`src/rtl/wrms_pkg.sv`:
```
// Package with register map, field layout and state encoding for the answer status monitor.
package wrms_pkg;
   localparam logic [11:0] WRMS_OFF_STATUS = 12'h00c;
   localparam logic [11:0] WRMS_OFF_COUNTERS = 12'h010;
   localparam logic [11:0] WRMS_OFF_CONTROL = 12'h014;
   localparam logic [7:0] WRMS_STATUS_RESET = 8'hc0;
   localparam logic [7:0] WRMS_COUNTERS_RESET = 8'h00;
   localparam logic [1:0] WRMS_CNT_FIRST = 2'h3;
   localparam logic [1:0] WRMS_CNT_LAST = 2'h0;
   localparam logic [1:0] WRMS_RESP_OKAY = 2'h0;
   localparam logic [1:0] WRMS_RESP_SLVERR = 2'h2;
   localparam logic [1:0] WRMS_RESP_DECERR = 2'h3;
   localparam int WRMS_BIT_PREMATURE = 0;
   localparam int WRMS_BIT_MISSING = 1;
   localparam int WRMS_BIT_PREVIOUS = 2;
   localparam int WRMS_BIT_ZERO = 4;
   localparam int WRMS_BIT_CURRENT = 5;
   localparam int WRMS_CNT_LO = 6;
   localparam int WRMS_CNT_HI = 7;
   localparam int WRMS_RST_LO = 0;
   localparam int WRMS_RST_HI = 2;
   localparam int WRMS_AB_LO = 3;
   localparam int WRMS_AB_HI = 5;
   localparam logic [2:0] WRMS_CNT_ONE = 3'h1;
   localparam logic [2:0] WRMS_CNT_MAX = 3'h7;
   typedef enum logic [1:0] {
      WRMS_IDLE = 2'h0,
      WRMS_WDATA = 2'h1,
      WRMS_RESP = 2'h3
   } wrms_wr_t;
endpackage

```
`src/rtl/wrms_axil.sv`:
```
// AXI4-Lite slave with a single write and a single read slot.
`timescale 1ns/1ns
`default_nettype none
module wrms_axil
   import wrms_pkg::*;
(
   input wire logic aclk,
   input wire logic aresetn,
   input wire logic clk_en,
   input wire logic [11:0] s_awaddr,
   input wire logic s_awvalid,
   output logic s_awready,
   input wire logic [31:0] s_wdata,
   input wire logic [3:0] s_wstrb,
   input wire logic s_wvalid,
   output logic s_wready,
   output logic [1:0] s_bresp,
   output logic s_bvalid,
   input wire logic s_bready,
   input wire logic [11:0] s_araddr,
   input wire logic s_arvalid,
   output logic s_arready,
   output logic [31:0] s_rdata,
   output logic [1:0] s_rresp,
   output logic s_rvalid,
   input wire logic s_rready,
   output logic wr_pulse,
   output logic [11:0] wr_addr,
   output logic [31:0] wr_data,
   output logic [3:0] wr_strb,
   input wire logic [1:0] wr_resp,
   output logic rd_pulse,
   output logic [11:0] rd_addr,
   input wire logic [31:0] rd_data,
   input wire logic [1:0] rd_resp
);
   typedef struct packed {
      logic aw_got;
      logic w_got;
      logic [11:0] awaddr;
      logic [31:0] wdata;
      logic [3:0] wstrb;
      logic bvalid;
      logic [1:0] bresp;
      logic rvalid;
      logic [31:0] rdata;
      logic [1:0] rresp;
   } wrms_axil_t;
   wrms_axil_t st, next_st;

   // Handshake readiness is derived straight from the slot state.
   assign s_awready = !st.aw_got && !st.bvalid;
   assign s_wready = !st.w_got && !st.bvalid;
   assign s_arready = !st.rvalid;
   assign s_bvalid = st.bvalid;
   assign s_bresp = st.bresp;
   assign s_rvalid = st.rvalid;
   assign s_rdata = st.rdata;
   assign s_rresp = st.rresp;
   assign wr_pulse = clk_en && st.aw_got && st.w_got && !st.bvalid;
   assign wr_addr = st.awaddr;
   assign wr_data = st.wdata;
   assign wr_strb = st.wstrb;
   assign rd_pulse = clk_en && s_arvalid && s_arready;
   assign rd_addr = s_araddr;

   // Address and data are taken in either order; the response follows both.
   always_comb begin
      next_st = st;
      if (s_awvalid && s_awready) begin
         next_st.aw_got = 1'b1;
         next_st.awaddr = s_awaddr;
      end
      if (s_wvalid && s_wready) begin
         next_st.w_got = 1'b1;
         next_st.wdata = s_wdata;
         next_st.wstrb = s_wstrb;
      end
      if (wr_pulse) begin
         next_st.aw_got = 1'b0;
         next_st.w_got = 1'b0;
         next_st.bvalid = 1'b1;
         next_st.bresp = wr_resp;
      end
      if (st.bvalid && s_bready) begin
         next_st.bvalid = 1'b0;
      end
      if (rd_pulse) begin
         next_st.rvalid = 1'b1;
         next_st.rdata = rd_data;
         next_st.rresp = rd_resp;
      end else if (st.rvalid && s_rready) begin
         next_st.rvalid = 1'b0;
      end
   end

   // State register with synchronous reset and clock enable.
   always_ff @(posedge aclk) begin
      if (!aresetn) begin
         st <= '0;
      end else if (clk_en) begin
         st <= next_st;
      end
   end
endmodule
`default_nettype wire

```
`src/rtl/wrms_top.sv`:
```
// Answer status monitor of the question-and-answer watchdog, with AXI4-Lite registers.
//
// Register access over AXI4-Lite was chosen for this implementation.
`timescale 1ns/1ns
`default_nettype none
module wrms_top
   import wrms_pkg::*;
(
   input wire logic aclk,
   input wire logic aresetn,
   input wire logic clk_en,
   input wire logic [11:0] s_awaddr,
   input wire logic s_awvalid,
   output logic s_awready,
   input wire logic [31:0] s_wdata,
   input wire logic [3:0] s_wstrb,
   input wire logic s_wvalid,
   output logic s_wready,
   output logic [1:0] s_bresp,
   output logic s_bvalid,
   input wire logic s_bready,
   input wire logic [11:0] s_araddr,
   input wire logic s_arvalid,
   output logic s_arready,
   output logic [31:0] s_rdata,
   output logic [1:0] s_rresp,
   output logic s_rvalid,
   input wire logic s_rready,
   input wire logic byte_valid,
   input wire logic byte_correct,
   input wire logic window_open,
   input wire logic window_end,
   input wire logic run_end,
   input wire logic reset_event,
   input wire logic abort_event,
   output logic answer_done,
   output logic error_count_pulse
);
   typedef struct packed {
      logic [1:0] answer_byte_counter;
      logic current_run_error;
      logic previous_run_error;
      logic missing_answer_flag;
      logic premature_answer_flag;
      logic zero_window_flag;
      logic answer_seen;
      logic answer_done;
      logic error_count_pulse;
      logic [7:0] answer_window_setting;
      logic [2:0] reset_event_counter;
      logic [2:0] abort_event_counter;
   } wrms_top_t;
   wrms_top_t st, next_st;

   logic wr_pulse, rd_pulse;
   logic [11:0] wr_addr, rd_addr;
   logic [31:0] wr_data, rd_data;
   logic [3:0] wr_strb;
   logic [1:0] wr_resp, rd_resp;
   logic [7:0] status_byte, counter_byte;
   logic final_byte;

   // Saturating three-bit event counter step.
   function automatic logic [2:0] wrms_sat_inc(input logic [2:0] v);
      wrms_sat_inc = (v == WRMS_CNT_MAX) ? v : 3'(v + WRMS_CNT_ONE);
   endfunction

   wrms_axil u_axil (
      .aclk(aclk), .aresetn(aresetn), .clk_en(clk_en),
      .s_awaddr(s_awaddr), .s_awvalid(s_awvalid), .s_awready(s_awready),
      .s_wdata(s_wdata), .s_wstrb(s_wstrb), .s_wvalid(s_wvalid), .s_wready(s_wready),
      .s_bresp(s_bresp), .s_bvalid(s_bvalid), .s_bready(s_bready),
      .s_araddr(s_araddr), .s_arvalid(s_arvalid), .s_arready(s_arready),
      .s_rdata(s_rdata), .s_rresp(s_rresp), .s_rvalid(s_rvalid), .s_rready(s_rready),
      .wr_pulse(wr_pulse), .wr_addr(wr_addr), .wr_data(wr_data), .wr_strb(wr_strb),
      .wr_resp(wr_resp), .rd_pulse(rd_pulse), .rd_addr(rd_addr),
      .rd_data(rd_data), .rd_resp(rd_resp)
   );

   // Register images as software sees them.
   always_comb begin
      status_byte = '0;
      status_byte[WRMS_CNT_HI:WRMS_CNT_LO] = st.answer_byte_counter;
      status_byte[WRMS_BIT_CURRENT] = st.current_run_error;
      status_byte[WRMS_BIT_ZERO] = st.zero_window_flag;
      status_byte[WRMS_BIT_PREVIOUS] = st.previous_run_error;
      status_byte[WRMS_BIT_MISSING] = st.missing_answer_flag;
      status_byte[WRMS_BIT_PREMATURE] = st.premature_answer_flag;
      counter_byte = '0;
      counter_byte[WRMS_RST_HI:WRMS_RST_LO] = st.reset_event_counter;
      counter_byte[WRMS_AB_HI:WRMS_AB_LO] = st.abort_event_counter;
   end

   // Read decode; unmapped addresses answer with a decode error.
   always_comb begin
      rd_data = '0;
      rd_resp = WRMS_RESP_OKAY;
      case (rd_addr)
         WRMS_OFF_STATUS: rd_data[7:0] = status_byte;
         WRMS_OFF_COUNTERS: rd_data[7:0] = counter_byte;
         WRMS_OFF_CONTROL: rd_data[7:0] = st.answer_window_setting;
         default: rd_resp = WRMS_RESP_DECERR;
      endcase
   end

   // Only the window setting is writable; read-only registers refuse writes.
   always_comb begin
      case (wr_addr)
         WRMS_OFF_CONTROL: wr_resp = WRMS_RESP_OKAY;
         WRMS_OFF_STATUS: wr_resp = WRMS_RESP_SLVERR;
         WRMS_OFF_COUNTERS: wr_resp = WRMS_RESP_SLVERR;
         default: wr_resp = WRMS_RESP_DECERR;
      endcase
   end

   assign final_byte = byte_valid && (st.answer_byte_counter == WRMS_CNT_LAST);
   assign answer_done = st.answer_done;
   assign error_count_pulse = st.error_count_pulse;

   // Answer tracking, run bookkeeping and flag updates.
   always_comb begin
      next_st = st;
      next_st.answer_done = 1'b0;
      next_st.error_count_pulse = 1'b0;
      if (wr_pulse && wr_addr == WRMS_OFF_CONTROL && wr_strb[0]) begin
         next_st.answer_window_setting = wr_data[7:0];
      end
      next_st.zero_window_flag = (next_st.answer_window_setting == '0);
      if (byte_valid) begin
         next_st.answer_byte_counter = 2'(st.answer_byte_counter - 2'h1);
      end
      if (final_byte) begin
         next_st.answer_done = 1'b1;
         next_st.answer_seen = 1'b1;
         if (!window_open) begin
            next_st.premature_answer_flag = 1'b1;
            next_st.missing_answer_flag = 1'b0;
         end
         if (st.zero_window_flag && window_open && byte_correct && !st.current_run_error) begin
            next_st.error_count_pulse = 1'b1;
         end
      end
      // Missing flag clears on a status read.
      if (rd_pulse && rd_addr == WRMS_OFF_STATUS) begin
         next_st.missing_answer_flag = 1'b0;
      end
      if (window_end && !st.answer_seen && !final_byte) begin
         next_st.missing_answer_flag = 1'b1;
      end
      if (run_end) begin
         next_st.previous_run_error = st.current_run_error;
         next_st.current_run_error = 1'b0;
         // A late answer landing on the run end still sets the flag, so the set wins over the clear.
         next_st.premature_answer_flag = final_byte && !window_open;
         next_st.answer_seen = 1'b0;
         next_st.answer_byte_counter = WRMS_CNT_FIRST;
      end
      if (byte_valid && !byte_correct) begin
         next_st.current_run_error = 1'b1;
      end
      if (reset_event) begin
         next_st.reset_event_counter = wrms_sat_inc(st.reset_event_counter);
      end
      if (abort_event) begin
         next_st.abort_event_counter = wrms_sat_inc(st.abort_event_counter);
      end
   end

   // State register; reset models the undervoltage reset.
   always_ff @(posedge aclk) begin
      if (!aresetn) begin
         st <= '0;
         st.answer_byte_counter <= WRMS_CNT_FIRST;
         st.zero_window_flag <= 1'b1;
      end else if (clk_en) begin
         st <= next_st;
      end
   end

   AST_ERR_STICKY: assert property (@(posedge aclk) disable iff (!aresetn)
      clk_en && st.current_run_error && !run_end |=> st.current_run_error)
      else $error("current run error dropped inside a run");
   AST_RUN_TRANSFER: assert property (@(posedge aclk) disable iff (!aresetn)
      clk_en && run_end && !(byte_valid && !byte_correct) |=>
      st.previous_run_error == $past(st.current_run_error) && !st.current_run_error)
      else $error("run end did not move error to previous");
   AST_PREV_STABLE: assert property (@(posedge aclk) disable iff (!aresetn)
      clk_en && !run_end |=> $stable(st.previous_run_error))
      else $error("previous run error changed outside run end");
   AST_CNT_STEP: assert property (@(posedge aclk) disable iff (!aresetn)
      clk_en && byte_valid && !run_end |=> st.answer_byte_counter == 2'($past(st.answer_byte_counter) - 2'h1))
      else $error("answer byte counter did not step down");
   AST_DONE: assert property (@(posedge aclk) disable iff (!aresetn)
      clk_en && byte_valid && st.answer_byte_counter == WRMS_CNT_LAST |=> answer_done)
      else $error("answer not marked complete after final byte");
   AST_MISSING: assert property (@(posedge aclk) disable iff (!aresetn)
      clk_en && window_end && !st.answer_seen && !final_byte |=> st.missing_answer_flag)
      else $error("missing answer flag not raised");
   AST_PREMATURE: assert property (@(posedge aclk) disable iff (!aresetn)
      clk_en && final_byte && !window_open && !run_end && !window_end |=>
      st.premature_answer_flag && !st.missing_answer_flag)
      else $error("premature answer did not replace missing");
   AST_NO_FALSE_MISSING: assert property (@(posedge aclk) disable iff (!aresetn)
      clk_en && !st.missing_answer_flag && (!window_end || st.answer_seen) |=> !st.missing_answer_flag)
      else $error("missing flag raised without window end");
   AST_ERR_SET: assert property (@(posedge aclk) disable iff (!aresetn)
      clk_en && byte_valid && !byte_correct |=> st.current_run_error)
      else $error("wrong byte did not set current run error");
   AST_ZERO: assert property (@(posedge aclk) disable iff (!aresetn)
      clk_en |=> st.zero_window_flag == (st.answer_window_setting == 8'h00))
      else $error("zero window flag wrong");
   COV_ANSWER: cover property (@(posedge aclk) disable iff (!aresetn) answer_done);
   COV_MISSING: cover property (@(posedge aclk) disable iff (!aresetn) $rose(st.missing_answer_flag));
   COV_PREV: cover property (@(posedge aclk) disable iff (!aresetn) $rose(st.previous_run_error));
   COV_ZERO_COUNT: cover property (@(posedge aclk) disable iff (!aresetn) error_count_pulse);
endmodule
`default_nettype wire
```
`config.mk`:
```
export PLATFORM = sky130hd
export DESIGN_NAME = wrms_top
export DESIGN_NICKNAME = d
export VERILOG_FILES = /design/src/rtl/wrms_pkg.sv /design/src/rtl/wrms_axil.sv /design/src/rtl/wrms_top.sv
export SDC_FILE = /design/constraint.sdc
export NUM_CORES = 1
export LEC_CHECK = 0
export CORE_MARGIN = 3
export CORE_UTILIZATION = 63
export CTS_CLUSTER_DIAMETER = 60
export DETAILED_ROUTE_END_ITERATION = 10
export DONT_BUFFER_PORTS = 1
export PLACE_DENSITY = 0.89
export SLEW_MARGIN = 10
export SYNTH_ARGS = -nofsm -noshare
export SYNTH_HDL_FRONTEND = slang
export SYNTH_SLANG_ARGS = --single-unit
```
`constraint.sdc`:
```
create_clock -name aclk -period 1.95 [get_ports aclk]
set_input_delay 0.39 -clock aclk [delete_from_list [all_inputs] [get_ports aclk]]
set_output_delay 0.39 -clock aclk [all_outputs]
set_load 0.01 [all_outputs]
```
; ---- After elaboration in Yosys (flattened, before gate mapping)
; Index checks and enable logic that the tools add are counted.
[totals]
ff_bits = 61
inputBits = 75
output_inout_bits = 43
elab_cells = 118
[op_classes]
add_sub_neg = 3
n_eq_ne = 10
n_mux = 22
bitwise_logic = 2
n_reduce_logical = 59
[op_table]
columns = cell, count
row1 = "== test 12 x 5 -> 1 bit, second input constant", 4
row2 = "== test 12 x 4 -> 1 bit, second input constant", 2
row3 = one-hot mux 8 bit (3 select lines), 1
row4 = AND reduction 2 bit, 12
row5 = logical AND 1 bit, 22
row6 = nonzero test 2 bit, 7
row7 = AND reduction 3 bit, 4
row8 = 2-to-1 mux 1 bit, 11
row9 = 2-to-1 mux 2 bit, 5
row10 = zero test 1 bit, 9
row11 = zero test 8 bit, 1
row12 = 2-to-1 mux 8 bit, 1
row13 = "adder 3 x 1 -> 3 bit, second input constant", 2
row14 = "== test 3 bit, second input constant", 2
row15 = 2-to-1 mux 3 bit, 2
row16 = 2-to-1 mux 4 bit, 1
row17 = one-hot mux 2 bit (2 select lines), 1
row18 = "inequality test 3 x 1 -> 1 bit, second input constant", 1
row19 = nonzero test 3 bit, 1
row20 = OR reduction 3 bit, 1
row21 = zero test 2 bit, 1
row22 = "inequality test 2 x 1 -> 1 bit, second input constant", 1
row23 = NOT 1 bit, 2
row24 = OR reduction 2 bit, 1
row25 = "subtractor 2 x 1 -> 2 bit, second input constant", 1

; ---- Logic depth before layout (Yosys ltp)
; Gate-level depths: netlist (run 1).
[logic_depth]
depth_word = 7
ltp_mapped = 6
mapped_depth_nobuf = 6

; ---- By module
; From an unflattened synthesis (run 1), not the netlist that was laid out.
[hier_totals]
hier_cells = 641
area_unflattened_um2 = 5701.7
[by_module_without_submodules]
columns = module, instances, cells_per_inst, area_per_inst_um2, seq_area_each_um2
row1 = wrms_axil, 1, 479, 4284.1, 1761.7
row2 = wrms_top, 1, 162, 1417.6, 480.5

; ---- Worst setup path after synthesis (run 1)
; No wires, ideal clock.
[synth_path]
path_type = input to register
startpoint = input port s_araddr[9]
endpoint = register u_axil.st (netlist bit u_axil.s_rdata[0])
setup_ns = 0.071
arrival_time_ns = 1.584
required_time_ns = 1.879
setup_slack_ns = 0.296
cell_stages = 4
path_buffers = 0
cell_sequence = or4_4 > nor4_4 > o2111ai_2 > o21ai_1
[synth_between]
elab_chain_len = 2
elab_cells_between_ends = 4
cone_classes = eq/ne (3) / mux (1)
[synth_rtl]
columns = element, line
row1 = start: declaration, wrms_top.sv:22  ; input wire logic [11:0] s_araddr,
row2 = == test 12 x 5 -> 1 bit / == test 12 x 4 -> 1 bit (equally long branches), wrms_top.sv:98  ; case (rd_addr)
row3 = one-hot mux 8 bit (3 select lines) (*), wrms_top.sv:98
row4 = end signal: assignment, wrms_axil.sv:102  ; st <= next_st;
row5 = end: declaration, wrms_axil.sv:49  ; wrms_axil_t st, next_st;
; Every way passes the cells marked *; elsewhere a longest branch is shown, timed or not.
; A chain may end at the register's enable or synchronous reset.

; ---- Worst setup path in the final report (run 1)
[layout_path]
startpoint = register u_axil.st (netlist bit u_axil.wr_addr[5])
endpoint = register st[13] (netlist bit)
[layout_between]
elab_chain_len = 4
[layout_rtl]
columns = element, line
row1 = == test 12 x 5 -> 1 bit, wrms_top.sv:125  ; if (wr_pulse && wr_addr == WRMS_OFF_CONTROL && wr_strb[0]) begin
row2 = logical AND 1 bit (2 in series), wrms_top.sv:125
row3 = 2-to-1 mux 8 bit, wrms_top.sv:125
row4 = end signal: assignment, wrms_top.sv:176  ; st <= next_st;
row5 = end: declaration, wrms_top.sv:53  ; wrms_top_t st, next_st;
; No other way between the ends.

==> results_dict.tcl, run 1 <==
set metrics [dict create \
    routed_via_density 5.57 \
    path_class "flop to flop" \
    cts_root_buf "clkbuf_8" \
    via_count 2133 \
    setup-tns-final_ns 0 \
    ys_warn_count 0 \
    holdPathStages 1 \
    hold_buffers 0 \
    regToRegStartpoint "u_axil.wr_addr[5]$_SDFFE_PN0P_" \
    portBuffers 0 \
    setup_viol 0 \
    finalHoldViolCount 0 \
    clk_path_buf_depth 2 \
    cts_buffers 9 \
    routed_wl_um 5530 \
    start_kind "flop" \
    initial_core_util_pct 66.2 \
    slew_headroom_pct 60.8 \
    drc_errors 0 \
    fin_skew_ns 0.00639 \
    r2r_cells 4 \
    wl_met2_um 2610 \
    drt_iter0_markers 105 \
    syn_avg_cell_area_sq_um 8.65 \
    diodes 0 \
    drv_slew 0 \
    h-tree-depth 3 \
    synth_seq_area_share_pct 40.8 \
    worstReg2RegEnd "st[13]$_SDFFE_PN0P_" \
    ant_nets 0 \
    status "finished, final reports clean" \
    p_per_area_nw_per_um2 898 \
    tightest_slew_ns 0.584 \
    critPathCaptureType "flop" \
    cts_tree "done" \
    nets 406 \
    place_congestion 0.806 \
    post_cts_buffers 0 \
    final_layout_size_suffix_gt1_share_pct 9.37 \
    fp.coreArea_sq_um 4440 \
    dr.pass1.iters 4 \
    die_h_um 74.3 \
    met3_length_um 524 \
    ys_types 40 \
    clk_pin_slew_worst_paths_ns 0.07 \
    layout_commonest_cell "nand2_1" \
    ir_drop_mv 0.676 \
    num_rows 24 \
    ioPinCount 118 \
    hp-class "primary input to flop" \
    cp.arrival_ns 2.02 \
    dieArea_sq_um 5520 \
    routedWlPerCell_um 14.4 \
    p_leak_nw 1.19 \
    crit_fanout 9 \
    timing.final.crit_share_pct 90.1 \
    cts_resized 0 \
    required_ns 2.21 \
    m1WireLength_um 2320 \
    grt_start_max_net_pins 66 \
    top_layer_used "met4" \
    drv_cap 0 \
    ys_ff_latch 60 \
    rrSetupSlack_ns 0.19 \
    syn2layout_area_growth_pct 2.30 \
    grt_util_all_layers_pct 21.0 \
    hpwl_um 3970 \
    clock_latency_ns 0.34 \
    layout_common_cells "nand2_1 (78), dfxtp_1 (60), conb_1 (24)" \
    grt_pass1_vias 2021 \
    clock.fmax_mhz 569 \
    overflow 0 \
    worstHoldStart "aresetn" \
    min_period_ns 1.76 \
    die_w_um 74.3 \
    syn_inst 340 \
    numClockSinks 60 \
    min_to "st[22]$_SDFFE_PN1P_" \
    total_power_mw 2.70 \
    rsz0062_at_grt "false" \
    grt_pass1_wl_um 8850 \
    antenna_found_initial 0 \
    synth_area_sq_um 2940 \
]
layer usage:
| layer | GRT usage [%] | vias to the layer above |
|---|---|---|
| li1 | - | 1074 |
| met1 | 24.6 | 976 |
| met2 | 34.1 | 74 |
| met3 | 10.5 | 9 |
| met4 | 5.93 | 0 |
| met5 | 0 | - |
critical path, cell delays in order (launching register included):
cell     delay (ns)
dfxtp_1        0.31
nor4_1         0.35
and4_1         0.27
and3_1         0.50
mux2i_1        0.24
power by group:
group          total (mW)  internal [mW]  switching (mW)
clock network        1.24          0.753           0.482
logic               0.164         0.0690          0.0952
registers            1.30           1.27          0.0351
flip-flops by register name, summed over array words and instances, names as in the netlist, 2 cells and up:
signal / flops
st: 16
u_axil.wr_addr: 12
u_axil.s_rdata: 8
u_axil.wr_data: 8
counter_byte: 6
u_axil.s_bresp: 2
u_axil.st: 2
area by class of cell:
type,instances,area [sq um]
clock buffer,10,138
clock inverter,6,87.6
fill,364,1440
inverter,6,22.5
multi-input combinational,246,1470
sequential,60,1200
tap,52,65.1
timing repair buffer,3,22.5
synth_stat cells:
cell       count  area share, %
o211ai_1       3           0.77
a21oi_1        5           0.85
ha_1           5            2.1
and2_1         4           0.85
nand3b_1       4            1.0
mux2i_1       14            4.8
clkbuf_1      13            1.7
or4_4          1           0.38
a21boi_0      23            5.9
and4_1         1           0.30
inv_1          6           0.77
nor4b_2        1           0.51
a21bo_2        1           0.34
nor3_1         3           0.51
o21ai_1        5           0.85
o21ai_0        8            1.4
conb_1         1           0.13
a21boi_1       1           0.26
nor4_4         2            1.4
buf_2          1           0.17
and3_1         3           0.64
a31oi_1        6            1.3
a22oi_1        5            1.3
buf_4         37            9.4
and3b_1        4            1.2
nand2_1       78             10
nand4_1        4           0.85
dfxtp_1       60             41
nor4_1         3           0.64
mux2_2         6            2.3
a31o_1         1           0.30
xnor2_1        2           0.60
nand2b_1       2           0.43
or4_1          1           0.26
o211a_1        2           0.68
nor2_1        10            1.3
and2b_1        1           0.26
o2111ai_2      1           0.51
nand3_1        4           0.68
nor2b_1        8            1.7
cell families after synthesis:
family / after synthesis / synth area share (%)
AND/OR/NAND/NOR: 134 / 22.9
AO/OA/AOI/OAI: 61 / 14.3
flip-flops: 60 / 40.8
buffers and inverters: 57 / 12.0
multiplexers: 20 / 7.06
adder cells (fa/ha/maj): 5 / 2.13
XOR/XNOR: 2 / 0.596
other: 1 / 0.127
metrics by stage:
| step | hold WS [ns] | cell area [sq um] | cells | utilization [%] | setup WS [ns] |
|---|---|---|---|---|---|
| final | 0.160 | 3010 | 383 | 67.7 | 0.194 |
| after CTS | 0.142 | 3010 | 383 | 67.7 | 0.193 |
| after global routing | 0.145 | 3010 | 383 | 67.7 | 0.0266 |
| after detailed placement | 0.455 | 2780 | 367 | 62.6 | 0.241 |
| after global placement | 0.437 | 2780 | 367 | 62.6 | 0.254 |
| after floorplan | 0.428 | 3030 | 363 | - | 0.296 |
worst max-delay path by stage:
stage / start / end / cells after the start / slack (ns)
3_5_place_dp: s_araddr[9] / u_axil.s_rdata[2]$_SDFFE_PN0P_ / 5 / 0.24
3_3_place_gp: u_axil.wr_addr[5]$_SDFFE_PN0P_ / st[17]$_SDFFE_PN1P_ / 4 / 0.25
6_report: u_axil.wr_addr[5]$_SDFFE_PN0P_ / st[13]$_SDFFE_PN0P_ / 4 / 0.19
5_1_grt: u_axil.wr_addr[6]$_SDFFE_PN0P_ / st[13]$_SDFFE_PN0P_ / 4 / 0.03
4_1_cts: u_axil.wr_addr[5]$_SDFFE_PN0P_ / st[13]$_SDFFE_PN0P_ / 4 / 0.19
2_1_floorplan: s_araddr[9] / u_axil.s_rdata[0]$_SDFFE_PN0P_ / 4 / 0.30
Power figures use the tool's default switching activity.
==> inputs of run 2 (changes only) <==
--- a/config.mk
+++ b/config.mk
@@ -10,6 +10,7 @@
 export CTS_CLUSTER_DIAMETER = 60
 export DETAILED_ROUTE_END_ITERATION = 10
 export DONT_BUFFER_PORTS = 1
+export MAX_ROUTING_LAYER = met4
 export PLACE_DENSITY = 0.89
 export SLEW_MARGIN = 10
 export SYNTH_ARGS = -nofsm -noshare
==> run 2 against run 1 <==
Sequential power hardly changed. Largest cell class unchanged. Via count grew 0.94%. Highest routed layer unchanged. Flip-flop and latch count is the same. Wire length rose by 0.56%. Largest power group unchanged. Sequential share of layout area unchanged. Register-to-register slack is essentially flat. Clock skew about the same. Die area unchanged. Critical path depth unchanged. Combinational power barely moved. Worst setup slack worse by 0.0025 ns. Design area stayed put.
==> results_dict.tcl, run 2 (synthesis gave the netlist of run 1 again) <==
set metrics [dict create \
    hold_buffers 0 \
    critPathSlowestCell "and3_1" \
    portBuffers 0 \
    min_period_ns 1.76 \
    p_per_area_nw_per_um2 899 \
    ant_nets 0 \
    tightest_slew_ns 0.584 \
    timing.final.crit_share_pct 90.2 \
    crit_fanout 9 \
    layout_commonest_cell "nand2_1" \
    cts_resized 0 \
    h-tree-depth 3 \
    ioPinCount 118 \
    overflow 0 \
    numClockSinks 60 \
    required_ns 2.21 \
    path_class "flop to flop" \
    p_leak_nw 1.19 \
    largest_reg_flops 16 \
    drv_cap 0 \
    clock.fmax_mhz 569 \
    finalHoldViolCount 0 \
    cts_tree "done" \
    diodes 0 \
    routed_wl_um 5570 \
    cp.arrival_ns 2.02 \
    grt_pass1_vias 2021 \
    fp.coreArea_sq_um 4440 \
    slew_headroom_pct 60.7 \
    layout_common_cells "nand2_1 (78), dfxtp_1 (60), conb_1 (24)" \
    grt_util_all_layers_pct 21.6 \
    initial_core_util_pct 66.2 \
    rsz0062_at_grt "false" \
    routedWlPerCell_um 14.5 \
    via_count 2153 \
    start_kind "flop" \
    num_rows 24 \
    fin_area_sq_um 3010 \
    clk_pin_slew_worst_paths_ns 0.07 \
    final_layout_size_suffix_gt1_share_pct 9.37 \
    ir_drop_mv 0.675 \
    status "finished, final reports clean" \
    clk_path_buf_depth 2 \
    post_cts_buffers 0 \
    critical_path.max_stage_delay_ns 0.50 \
    top_register "st" \
    drt_iter0_markers 98 \
    seqCellArea_sq_um 1200 \
    multi_input_area_sq_um 1470 \
    place_congestion 0.818 \
    setup-tns-final_ns 0 \
    grt_pass1_wl_um 8850 \
    dr.pass1.iters 4 \
    die_h_um 74.3 \
    fin_skew_ns 0.00639 \
    hp-class "primary input to flop" \
    setup_viol 0 \
    dieArea_sq_um 5520 \
    cp_cell_sequence "nor4_1, and4_1, and3_1, mux2i_1" \
    nets 406 \
    critPathCaptureType "flop" \
    cts_buffers 9 \
    grt_start_max_net_pins 66 \
    antenna_found_initial 0 \
    placed_cell_area_sq_um 2780 \
    hpwl_um 3970 \
    drv_slew 0 \
    syn2layout_area_growth_pct 2.30 \
    drc_errors 0 \
    fill_cells 364 \
    cts_root_buf "clkbuf_8" \
    clock_latency_ns 0.34 \
    routed_via_density 5.62 \
    die_w_um 74.3 \
]
-- run 2: cell counts in the layout (fill, tap and decap cells not counted) --
Identical to the previous run, type by type.
-- run 2: worst max-delay path, delay by kind of cell (launching register included) --
family,cells,cell delay [ns]
and+or+nand+nor,3,1.12
DFF,1,0.31
muxes,1,0.24
-- run 2: routing by layer --
metal | GRT usage (%) | vias to the layer above | part of all wire, %
met1 | 25.3 | 987 | 42
li1 | - | 1077 | -
met5 | - | - | 0
met3 | 9.46 | 9 | 9.0
met4 | 5.93 | 0 | 1.3
met2 | 34.1 | 80 | 47
-- run 2: path summary, 6_finish.rpt --
check	startpoint	end	slack (ns)	cells after the start
worst max-delay path	u_axil.wr_addr[5]$_SDFFE_PN0P_	st[13]$_SDFFE_PN0P_	0.19	4
worst min-delay path	aresetn	st[22]$_SDFFE_PN1P_	0.18	1
worst max register to register	u_axil.wr_addr[5]$_SDFFE_PN0P_	st[13]$_SDFFE_PN0P_	0.19	4
worst min register to register	st[16]$_SDFFE_PN0P_	st[16]$_SDFFE_PN0P_	0.46	2
-- run 2: power breakdown --
group / switching (mW) / internal [mW]
clock network: 0.485 / 0.753
registers: 0.0351 / 1.27
logic: 0.0954 / 0.0692
total: 0.615 / 2.09
-- run 2: metrics by stage --
| step | hold slack (ns) | std cells | setup WS [ns] | power (mW) | utilization (%) |
|---|---|---|---|---|---|
| 5_1_grt | 0.145 | 383 | 0.0266 | 2.81 | 67.7 |
| 3_3_place_gp | 0.437 | 367 | 0.254 | 1.49 | 62.6 |
| 6_report | 0.175 | 383 | 0.191 | 2.70 | 67.7 |
| 2_1_floorplan | 0.428 | 363 | 0.296 | 1.53 | - |
| 3_5_place_dp | 0.455 | 367 | 0.241 | 1.49 | 62.6 |
| 4_1_cts | 0.142 | 383 | 0.193 | 2.73 | 67.7 |
-- run 2: layout make-up --
class / instances / share of cell area (%)
multi-input cells: 246 / 48.9
flip-flops and latches: 60 / 39.9
clock buffers: 10 / 4.57
clock inverters: 6 / 2.91
well taps: 52 / 2.16
repair buffers: 3 / 0.748
inverters: 6 / 0.748
